File: src/sirq_regs.svh
// Register offsets, field positions, reset values and timing counts of the interrupt unit.
`ifndef SIRQ_REGS_SVH
`define SIRQ_REGS_SVH
`define SIRQ_ADDR_W 4
`define SIRQ_OFF_GEN_FLAGS 4'h0
`define SIRQ_OFF_ALM_FLAGS 4'h1
`define SIRQ_OFF_GEN_MASK 4'h2
`define SIRQ_OFF_ALM_MASK 4'h3
`define SIRQ_OFF_CONFIG 4'h4
`define SIRQ_OFF_IRQ_STAT 4'h5
`define SIRQ_OFF_IRQ_CLR 4'h6
`define SIRQ_OFF_IRQ_EN 4'h7
`define SIRQ_OFF_LIVE 4'h8
`define SIRQ_CFG_LVL_BIT 0
`define SIRQ_CFG_POL_BIT 1
`define SIRQ_CFG_PIN_EN_BIT 2
`define SIRQ_CFG_SPI_MODE_BIT 3
`define SIRQ_CFG_RESET 4'h3
`define SIRQ_MASK_RESET 16'hFFFF
`define SIRQ_EV_GEN_BIT 0
`define SIRQ_EV_ALM_BIT 1
`define SIRQ_EV_OUT_BIT 2
`define SIRQ_CLK_PERIOD_NS 100
`define SIRQ_PULSE_NS 100
`define SIRQ_PULSE_CYC ((`SIRQ_PULSE_NS + `SIRQ_CLK_PERIOD_NS - 1) / `SIRQ_CLK_PERIOD_NS)
`endif

File: src/sirq_pkg.sv
// Types shared by the interrupt unit modules.
package sirq_pkg;
  typedef enum logic [1:0] {
    SIRQ_SRC_GEN = 2'b00,
    SIRQ_SRC_ALM = 2'b01
  } sirq_src_t;
  typedef enum logic [0:0] {
    SIRQ_P_IDLE = 1'b0,
    SIRQ_P_FIRE = 1'b1
  } sirq_pulse_state_t;
endpackage : sirq_pkg

File: src/sirq_src_if.sv
// Signals between the top and one status source bank.
interface sirq_src_if #(parameter int W = 16);
  logic [W-1:0] cond;
  logic [W-1:0] mask;
  logic read_clr;
  logic [W-1:0] sticky;
  logic [W-1:0] event_q;
  logic req_level;
  logic req_edge;
  modport bank (input cond, input mask, input read_clr, output sticky, output event_q,
    output req_level, output req_edge);
  modport top (output cond, output mask, output read_clr, input sticky, input event_q,
    input req_level, input req_edge);
endinterface : sirq_src_if

File: src/sirq_bank.sv
// One status source: edge one-shots, sticky flags and masked requests.
`include "sirq_regs.svh"
module sirq_bank #(
  parameter int W = 16
) (
  input wire logic sys_clk, // Clock.
  input wire logic rst_n, // Asynchronous reset, active low.
  input wire logic clk_en, // Freezes state when low.
  sirq_src_if.bank s // Source signals.
);
  logic [W-1:0] cond_q;
  logic [W-1:0] rise;
  assign rise = s.cond & ~cond_q;

  // Previous condition for one-shot detection.
  always_ff @(posedge sys_clk or negedge rst_n) begin
    if (!rst_n) begin
      cond_q <= '0;
    end else if (clk_en) begin
      cond_q <= s.cond;
    end
  end

  // One-shot per bit, registered.
  always_ff @(posedge sys_clk or negedge rst_n) begin
    if (!rst_n) begin
      s.event_q <= '0;
    end else if (clk_en) begin
      s.event_q <= rise;
    end
  end

  // A read clears sticky bits unless the condition persists; a new event wins.
  always_ff @(posedge sys_clk or negedge rst_n) begin
    if (!rst_n) begin
      s.sticky <= '0;
    end else if (clk_en) begin
      if (s.read_clr) begin
        s.sticky <= s.cond | rise;
      end else begin
        s.sticky <= s.sticky | s.cond;
      end
    end
  end

  // Level request is the OR of unmasked sticky bits, edge request of unmasked one-shots.
  assign s.req_level = |(s.sticky & ~s.mask);
  assign s.req_edge = |(s.event_q & ~s.mask);
endmodule : sirq_bank

File: src/sirq_top.sv
// Status interrupt request unit: two sources, masks, sticky flags, pin drive.
//
// The register offsets and the address-and-strobe port are this design's own decisions.
`include "sirq_regs.svh"
module sirq_top #(
  parameter int W = 16
) (
  input wire logic sys_clk, // 10 MHz clock.
  input wire logic rst_n, // Asynchronous reset, active low.
  input wire logic clk_en, // Freezes all state when low.
  input wire logic [W-1:0] gen_cond, // General status conditions.
  input wire logic [W-1:0] alm_cond, // Alarm status conditions.
  input wire logic uart_tx, // Transmit data from the serial block.
  input wire logic [`SIRQ_ADDR_W-1:0] addr, // Register address.
  input wire logic [W-1:0] wdata, // Write data.
  input wire logic wr, // Write strobe.
  input wire logic rd, // Read strobe.
  output logic [W-1:0] rdata, // Read data, one cycle after rd.
  output logic irq_pin, // Interrupt pin, polarity applied.
  output logic alarm_pin_n, // Alarm pin, low while an alarm is pending.
  output logic serial_transmit_pin, // Transmit pin, or interrupt when routed.
  output logic unit_irq // Level interrupt of the event status register.
);
  logic [W-1:0] gen_mask;
  logic [W-1:0] alm_mask;
  logic [3:0] cfg;
  logic [2:0] ev_stat;
  logic [2:0] ev_en;
  logic irq_active;
  logic next_irq_active;
  logic level_sensitive_select;
  logic interrupt_polarity;
  logic general_interrupt_request;
  logic alarm_request;
  logic pin_en;
  logic spi_mode;
  logic [2:0] ev_set;
  logic irq_out;
  sirq_pkg::sirq_pulse_state_t pstate;

  sirq_src_if #(.W(W)) gen_if ();
  sirq_src_if #(.W(W)) alm_if ();

  function automatic logic hit(input logic [`SIRQ_ADDR_W-1:0] a,
      input logic [`SIRQ_ADDR_W-1:0] off);
    hit = (a == off);
  endfunction : hit

  function automatic logic pin_level(input logic act, input logic pol);
    pin_level = act ~^ pol;
  endfunction : pin_level

  assign level_sensitive_select = cfg[`SIRQ_CFG_LVL_BIT];
  assign interrupt_polarity = cfg[`SIRQ_CFG_POL_BIT];
  assign pin_en = cfg[`SIRQ_CFG_PIN_EN_BIT];
  assign spi_mode = cfg[`SIRQ_CFG_SPI_MODE_BIT];

  assign gen_if.cond = gen_cond;
  assign gen_if.mask = gen_mask;
  assign gen_if.read_clr = rd && hit(addr, `SIRQ_OFF_GEN_FLAGS);
  assign alm_if.cond = alm_cond;
  assign alm_if.mask = alm_mask;
  assign alm_if.read_clr = rd && hit(addr, `SIRQ_OFF_ALM_FLAGS);

  sirq_bank #(.W(W)) u_gen (
    .sys_clk(sys_clk),
    .rst_n(rst_n),
    .clk_en(clk_en),
    .s(gen_if.bank)
  );
  sirq_bank #(.W(W)) u_alm (
    .sys_clk(sys_clk),
    .rst_n(rst_n),
    .clk_en(clk_en),
    .s(alm_if.bank)
  );

  assign general_interrupt_request = level_sensitive_select ? gen_if.req_level
                                                            : gen_if.req_edge;
  assign alarm_request = level_sensitive_select ? alm_if.req_level : alm_if.req_edge;

  // Level mode follows the masked sticky flags; edge mode is a one-cycle pulse.
  always_comb begin
    next_irq_active = general_interrupt_request | alarm_request;
  end

  always_ff @(posedge sys_clk or negedge rst_n) begin
    if (!rst_n) begin
      irq_active <= 1'b0;
      pstate <= sirq_pkg::SIRQ_P_IDLE;
    end else if (clk_en) begin
      irq_active <= next_irq_active;
      case (pstate)
        sirq_pkg::SIRQ_P_IDLE: begin
          if (!level_sensitive_select && next_irq_active) begin
            pstate <= sirq_pkg::SIRQ_P_FIRE;
          end
        end
        sirq_pkg::SIRQ_P_FIRE: begin
          if (level_sensitive_select || !next_irq_active) begin
            pstate <= sirq_pkg::SIRQ_P_IDLE;
          end
        end
        default: begin
          pstate <= sirq_pkg::SIRQ_P_IDLE;
        end
      endcase
    end
  end

  // Mask and configuration registers.
  always_ff @(posedge sys_clk or negedge rst_n) begin
    if (!rst_n) begin
      gen_mask <= `SIRQ_MASK_RESET;
    end else if (clk_en && wr && hit(addr, `SIRQ_OFF_GEN_MASK)) begin
      gen_mask <= wdata;
    end
  end

  always_ff @(posedge sys_clk or negedge rst_n) begin
    if (!rst_n) begin
      alm_mask <= `SIRQ_MASK_RESET;
    end else if (clk_en && wr && hit(addr, `SIRQ_OFF_ALM_MASK)) begin
      alm_mask <= wdata;
    end
  end

  always_ff @(posedge sys_clk or negedge rst_n) begin
    if (!rst_n) begin
      cfg <= `SIRQ_CFG_RESET;
    end else if (clk_en && wr && hit(addr, `SIRQ_OFF_CONFIG)) begin
      cfg <= wdata[3:0];
    end
  end

  // Unit event status: general request, alarm request, registered combined request.
  assign ev_set = {irq_active, alarm_request, general_interrupt_request};

  always_ff @(posedge sys_clk or negedge rst_n) begin
    if (!rst_n) begin
      ev_stat <= 3'h0;
    end else if (clk_en) begin
      if (wr && hit(addr, `SIRQ_OFF_IRQ_CLR)) begin
        ev_stat <= (ev_stat & ~wdata[2:0]) | ev_set;
      end else begin
        ev_stat <= ev_stat | ev_set;
      end
    end
  end

  always_ff @(posedge sys_clk or negedge rst_n) begin
    if (!rst_n) begin
      ev_en <= 3'h0;
    end else if (clk_en && wr && hit(addr, `SIRQ_OFF_IRQ_EN)) begin
      ev_en <= wdata[2:0];
    end
  end

  // Read data stands in the cycle after the strobe only.
  always_ff @(posedge sys_clk or negedge rst_n) begin
    if (!rst_n) begin
      rdata <= '0;
    end else if (clk_en) begin
      rdata <= '0;
      if (rd) begin
        case (addr)
          `SIRQ_OFF_GEN_FLAGS: rdata <= gen_if.sticky;
          `SIRQ_OFF_ALM_FLAGS: rdata <= alm_if.sticky;
          `SIRQ_OFF_GEN_MASK: rdata <= gen_mask;
          `SIRQ_OFF_ALM_MASK: rdata <= alm_mask;
          `SIRQ_OFF_CONFIG: rdata <= {{(W-4){1'b0}}, cfg};
          `SIRQ_OFF_IRQ_STAT: rdata <= {{(W-3){1'b0}}, ev_stat};
          `SIRQ_OFF_IRQ_EN: rdata <= {{(W-3){1'b0}}, ev_en};
          `SIRQ_OFF_LIVE: rdata <= {{(W-2){1'b0}}, alarm_request, general_interrupt_request};
          default: rdata <= '0;
        endcase
      end
    end
  end

  // Pins: interrupt gated by pin enable, polarity applied; transmit pin carries it in SPI mode with the pin enabled.
  assign irq_out = pin_en & (level_sensitive_select ? next_irq_active
                                                    : (next_irq_active &&
                                                       pstate == sirq_pkg::SIRQ_P_IDLE));

  always_ff @(posedge sys_clk or negedge rst_n) begin
    if (!rst_n) begin
      irq_pin <= 1'b0;
    end else if (clk_en) begin
      irq_pin <= pin_level(irq_out, interrupt_polarity);
    end
  end

  always_ff @(posedge sys_clk or negedge rst_n) begin
    if (!rst_n) begin
      alarm_pin_n <= 1'b1;
    end else if (clk_en) begin
      alarm_pin_n <= ~alm_if.req_level;
    end
  end

  always_ff @(posedge sys_clk or negedge rst_n) begin
    if (!rst_n) begin
      serial_transmit_pin <= 1'b1;
    end else if (clk_en) begin
      if (pin_en && spi_mode) begin
        serial_transmit_pin <= pin_level(irq_out, interrupt_polarity);
      end else begin
        serial_transmit_pin <= uart_tx;
      end
    end
  end

  always_ff @(posedge sys_clk or negedge rst_n) begin
    if (!rst_n) begin
      unit_irq <= 1'b0;
    end else if (clk_en) begin
      unit_irq <= |(ev_stat & ev_en);
    end
  end
endmodule : sirq_top

File: config.mk
export PLATFORM = sky130hd
export DESIGN_NAME = sirq_top
export DESIGN_NICKNAME = d
export VERILOG_FILES = /design/src/sirq_pkg.sv /design/src/sirq_src_if.sv /design/src/sirq_bank.sv /design/src/sirq_top.sv
export VERILOG_INCLUDE_DIRS = /design/src /design/src/src
export SDC_FILE = /design/constraint.sdc
export NUM_CORES = 1
export LEC_CHECK = 0
export BUFFER_PORTS_ARGS = -buffer_cell sky130_fd_sc_hd__buf_2
export CORE_MARGIN = 2
export CORE_UTILIZATION = 50
export DETAILED_ROUTE_END_ITERATION = 10
export PLACE_DENSITY_LB_ADDON = 0.3
export SLEW_MARGIN = 20
export SYNTH_ARGS = -nofsm -noshare
export SYNTH_HDL_FRONTEND = slang
export SYNTH_HIERARCHICAL = 1
export SYNTH_SLANG_ARGS = --single-unit
File: constraint.sdc
create_clock -name sys_clk -period 2.7 [get_ports sys_clk]
set_input_delay 0.405 -clock sys_clk [delete_from_list [all_inputs] [get_ports sys_clk]]
set_output_delay 0.405 -clock sys_clk [all_outputs]
set_load 0.005 [all_outputs]
After elaboration in Yosys (flattened, before gate mapping) --
Index checks and enable logic that the tools add are counted.
Word-level totals: logic and storage cells 82, output and inout port bits 20, bits in registers 160
Cells by class: eq/ne operators 8, reduce and logical (&&, ||, !) cells 20, muxes and demuxes 12, bitwise logic cells 24
Operators by type and width (count):
- 16-bit case mux with 8 select lines | 1
- 16-bit bitwise AND | 6
- 16-bit inverter | 4
- 16-bit bitwise OR | 4
- 16-bit OR reduction | 4
- 16-bit two-way mux | 3
- 4-bit by 3-bit equality test with 1-bit output, second input constant | 4
- 1-bit logical AND | 11
- 4-bit by 2-bit equality test with 1-bit output, second input constant | 2
- 3-bit bitwise AND | 2
- 1-bit two-way mux | 6
- 3-bit bitwise OR | 2
- 4-bit by 1-bit equality test with 1-bit output, second input constant | 1
- 4-bit equality test, second input constant | 1
- 4-bit logical NOT | 1
- 3-bit two-way mux | 1
- 3-bit inverter | 1
- 3-bit OR reduction | 1
- 1-bit logical NOT | 2
- 1-bit inverter | 2
- 1-bit case mux with 2 select lines | 1
- 1-bit bitwise AND | 1
- 1-bit logical OR | 1
- 1-bit bitwise OR | 1
- 1-bit bitwise XNOR | 1

Logic depth before layout (Yosys ltp) --
word-level depth 10, depth in mapped cells 8

By module --
The synthesis kept the hierarchy.
By module, submodules not included:
- sirq_bank | cells an instance 177, instances 2, area each 2084.5 um^2
- sirq_top | cells an instance 256, instances 1, area each 3225.6 um^2

Worst setup path before layout --
Ideal clock, no wire load.
kind register to register, start reg alm_mask[14], in the netlist alm_if.mask[14], end reg rdata[1], slack 0.561 ns, cell stages (with the launch flop) 8, data required time 2.565 ns, buffers on the path 0, arrival time 2.005 ns, path through dfstp_2 > and2b_1 > a2111oi_0 > nand4_1 > mux2_2 > a22o_1 > nor4_1 > o22ai_1
On the way: word-level cells in the longest chain between the ends 6
Ends and longest elaborated chain:
- from (decl) | RTL line sirq_top.sv:25 | logic [W-1:0] alm_mask;
- from (signal assigned) | RTL line sirq_top.sv:122 | alm_mask <= `SIRQ_MASK_RESET;
- from (signal assigned) | RTL line sirq_top.sv:124 | alm_mask <= wdata;
- 16-bit inverter | RTL line sirq_bank.sv:47 | assign s.req_level = |(s.sticky & ~s.mask);
- 16-bit bitwise AND | RTL line sirq_bank.sv:47
- 16-bit OR reduction | RTL line sirq_bank.sv:47
- via alm_if.req_level | RTL line sirq_src_if.sv:8 | logic req_level;
- 1-bit two-way mux | RTL line sirq_top.sv:80 | assign alarm_request = level_sensitive_select ? alm_if.req_level : alm_if.req_edge;
- 16-bit case mux with 8 select lines | RTL line sirq_top.sv:166 | case (addr)
- 16-bit two-way mux | RTL line sirq_top.sv:165 | if (rd) begin
- to (signal assigned) | RTL line sirq_top.sv:167 | `SIRQ_OFF_GEN_FLAGS: rdata <= gen_if.sticky;
- to (signal assigned) | RTL line sirq_top.sv:168 | `SIRQ_OFF_ALM_FLAGS: rdata <= alm_if.sticky;
- to (signal assigned) | RTL line sirq_top.sv:169 | `SIRQ_OFF_GEN_MASK: rdata <= gen_mask;
- to (decl) | RTL line sirq_top.sv:18 | output logic [W-1:0] rdata,
The timed path passes the listed nets, and every way through them passes these cells. A chain may end at the register's enable or synchronous reset.

Final worst setup path --
start reg alm_mask[12], in the netlist alm_if.mask[12], end reg rdata[1]
Same word-level chain as after synthesis.

==> impl_metrics.ini <==
[clock_tree]
cts.clk_slew.worst_paths_ps = 60
cts_hold_buf = 0
clk_latency_ps = 420
cts_buffers = 17
cts_max_level = 4
cts_tree = built
clk_root_buffer_cell = clkbuf_16
cts_sinks = 160
cts_buffer_depth = 2

[synth]
synth_seq_cells = 160
synth.cell_area_um2 = 7390
synth_ff_type = dfrtp_1
synth_largest_area_cell = dfrtp_1
yosys.area.top_type_share_pct = 42.0
synthTopCellsByCount = dfrtp_1 (124), inv_1 (62), mux2_2 (53), a22o_1 (49), dfstp_2 (36)
syn_area_per_cell_um2 = 12.1
synth_most_common_cell = dfrtp_1
ys_async_sr_fraction_pct = 100
netlist_instances = 610
ys_warn_count = 6
syn_nets = 668
synth.distinct_cells = 51
synth_edf_count = 0
ys_seq_area_share_pct = 54.8
synth_area_leaders = dfrtp_1 (42%), dfstp_2 (13%), mux2_2 (8.1%), a22o_1 (5.8%), inv_1 (3.1%)

[sta]
finalClockSkew_ps = 7.05
period_minus_slack_ps = 2580
slew_viol_final = 0
setup_viol = 0
tightest_slew_ps = 659
worst_slew_margin_rel_pct = 56.0
grt_setup_unrepaired = no
fmax_mhz = 387
final-hold-violation-count = 0
worst_slack_ps = 119
finalCritPeriodShare_pct = 95.6

[grt]
grt_max_degree = 85
grt_overflow = 0
grt_pass1_wl_mm = 28.0
antenna_found_initial = 0
track_usage_pct = 22.8
grt_pass1_vias = 5242

[layout]
final_cells = 883
area_delta_synth_final_pct = 15.6
drive_gt1_share_pct = 33.9
antenna_cells = 0
nets = 744
fin_util_pct = 59.0

[drt]
drt-total-wl_mm = 17.2
drtPass1Iterations = 4
drt.antenna.violating_nets = 0
wire_per_inst_um = 19.5
vias = 5073
drt_drc_violations_left = 0
via_per_inst = 5.75
drt_iter0_markers = 382

[die]
die_area_um2 = 15800
die_x_um = 126
initial_core_util_pct = 51.1
die_h_um = 126
ioPinCount = 78
core_area_um2 = 14500
fp-row-count = 44

[worst_setup_path]
cp-end-kind = flip-flop
worstPathArrival_ps = 2870
cp-start-kind = flip-flop
regToRegStartpoint = alm_if.mask[12]
setup.worst_path.class = flip-flop to flip-flop
cp.required_ps = 2990
worstPathMaxFanout = 4
cp-startpoint = alm_if.mask[12]

[flow_run]
max-cap-violations = 0

[pwr]
p_leak_nw = 3.68
peakVddDrop_uv = 443
finalPower_mw = 6.06
pwr_density_cell_nw_per_um2 = 709

[place]
portBuffers = 77
place_hpwl_mm = 12.3
routabilityCongestion = 0.860
placed_cells = 851
dp_slack_ps = -29.8

[status]
outcome = finished, final reports clean

[min_path]
hp-class = input port to async pin
## layout make-up
| type | count | area, µm² |
|---|---|---|
| clock inverters | 15 | 160 |
| repair buffers | 92 | 532 |
| fillers | 1206 | 5930 |
| inverters | 62 | 233 |
| well taps | 184 | 230 |
| flip-flops and latches | 160 | 4050 |
| clock buffers | 17 | 425 |
| multi-input cells | 353 | 2920 |
## placed cells by master (no fill, tap or decap), types with 12 or more instances in the layout
cell type  instances
a2111oi_0         12
nor2b_1           30
a22o_1            49
buf_4             14
o22ai_1           18
nand2_1           14
clkbuf_16         17
and2b_1           20
buf_2             75
o21ai_0           35
a221oi_1          12
inv_1             62
nand3b_1          30
dfstp_2           36
dfrtp_1          124
mux2_2            53
## routing by layer
| layer | part of all wire, % | GRT usage (%) |
|---|---|---|
| met1 | 45 | 30.1 |
| met5 | 0 | 0 |
| met2 | 50 | 38.1 |
| met4 | 1.8 | 7.12 |
| met3 | 4.1 | 4.93 |
## final timing paths
kind / end / slack, ps / depth (start not counted)
max: rdata[1] / 120 / 8
min: u_alm/s.sticky[0] / 9 / 1
max reg2reg: rdata[1] / 120 / 8
min reg2reg: u_alm/s.event_q[12] / 460 / 1
max in group asynchronous: gen_if.mask[3] / 1850 / 2
min in group sys_clk: u_gen/s.sticky[12] / 220 / 3
## critical path, stage by stage, from the launching register on
cell	delay [ps]
dfstp_2	550
and2b_1	190
a2111oi_2	410
buf_4	170
nand4_1	160
mux2_2	370
a22o_1	190
nor4_1	320
o22ai_1	100
## stage by stage
stage	setup TNS, ps	cell area, µm²	hold slack [ps]
after floorplan	0	7390	109
final	0	8550	8.74
after detailed placement	-29.8	7950	451
after CTS	0	8540	11.5
after global routing	0	8550	40.4
after global placement	0	7950	444
## power by group
part,leakage (nW),internal (mW),switching [mW]
clock,0.273,1.37,0.988
combinational,1.60,0.398,0.373
sequential,1.81,2.73,0.202
## registers in the layout, indices dropped and copies added, names as in the netlist
register / cells
irq_active: 1
u_alm/cond_q: 16
u_alm/s.sticky: 16
ev_en: 3
alarm_pin_n: 1
gen_if.mask: 16
u_alm/s.event_q: 16
pstate: 1
irq_pin: 1
u_gen/s.event_q: 16
cfg: 4
u_gen/cond_q: 16
unit_irq: 1
alm_if.mask: 16
u_gen/s.sticky: 16
serial_transmit_pin: 1
ev_stat: 3
rdata: 16
## cell families (layout without fill, tap and decap cells)
logic type,Yosys count,in the layout,synth area share (%)
simple gates,129,129,12.2
flops,160,160,54.8
mux,77,77,12.2
compound gates,146,146,14.8
buf+inv,97,186,5.97
xor+xnor,1,1,0.118
## timing repair
item,4_1_cts,5_1_grt
buffers inserted,0,0
gates resized for setup,2,5
setup endpoints to repair,1,3
endpoints found under the hold margin,0,0
Note: power is estimated with default switching activity, not from simulation.
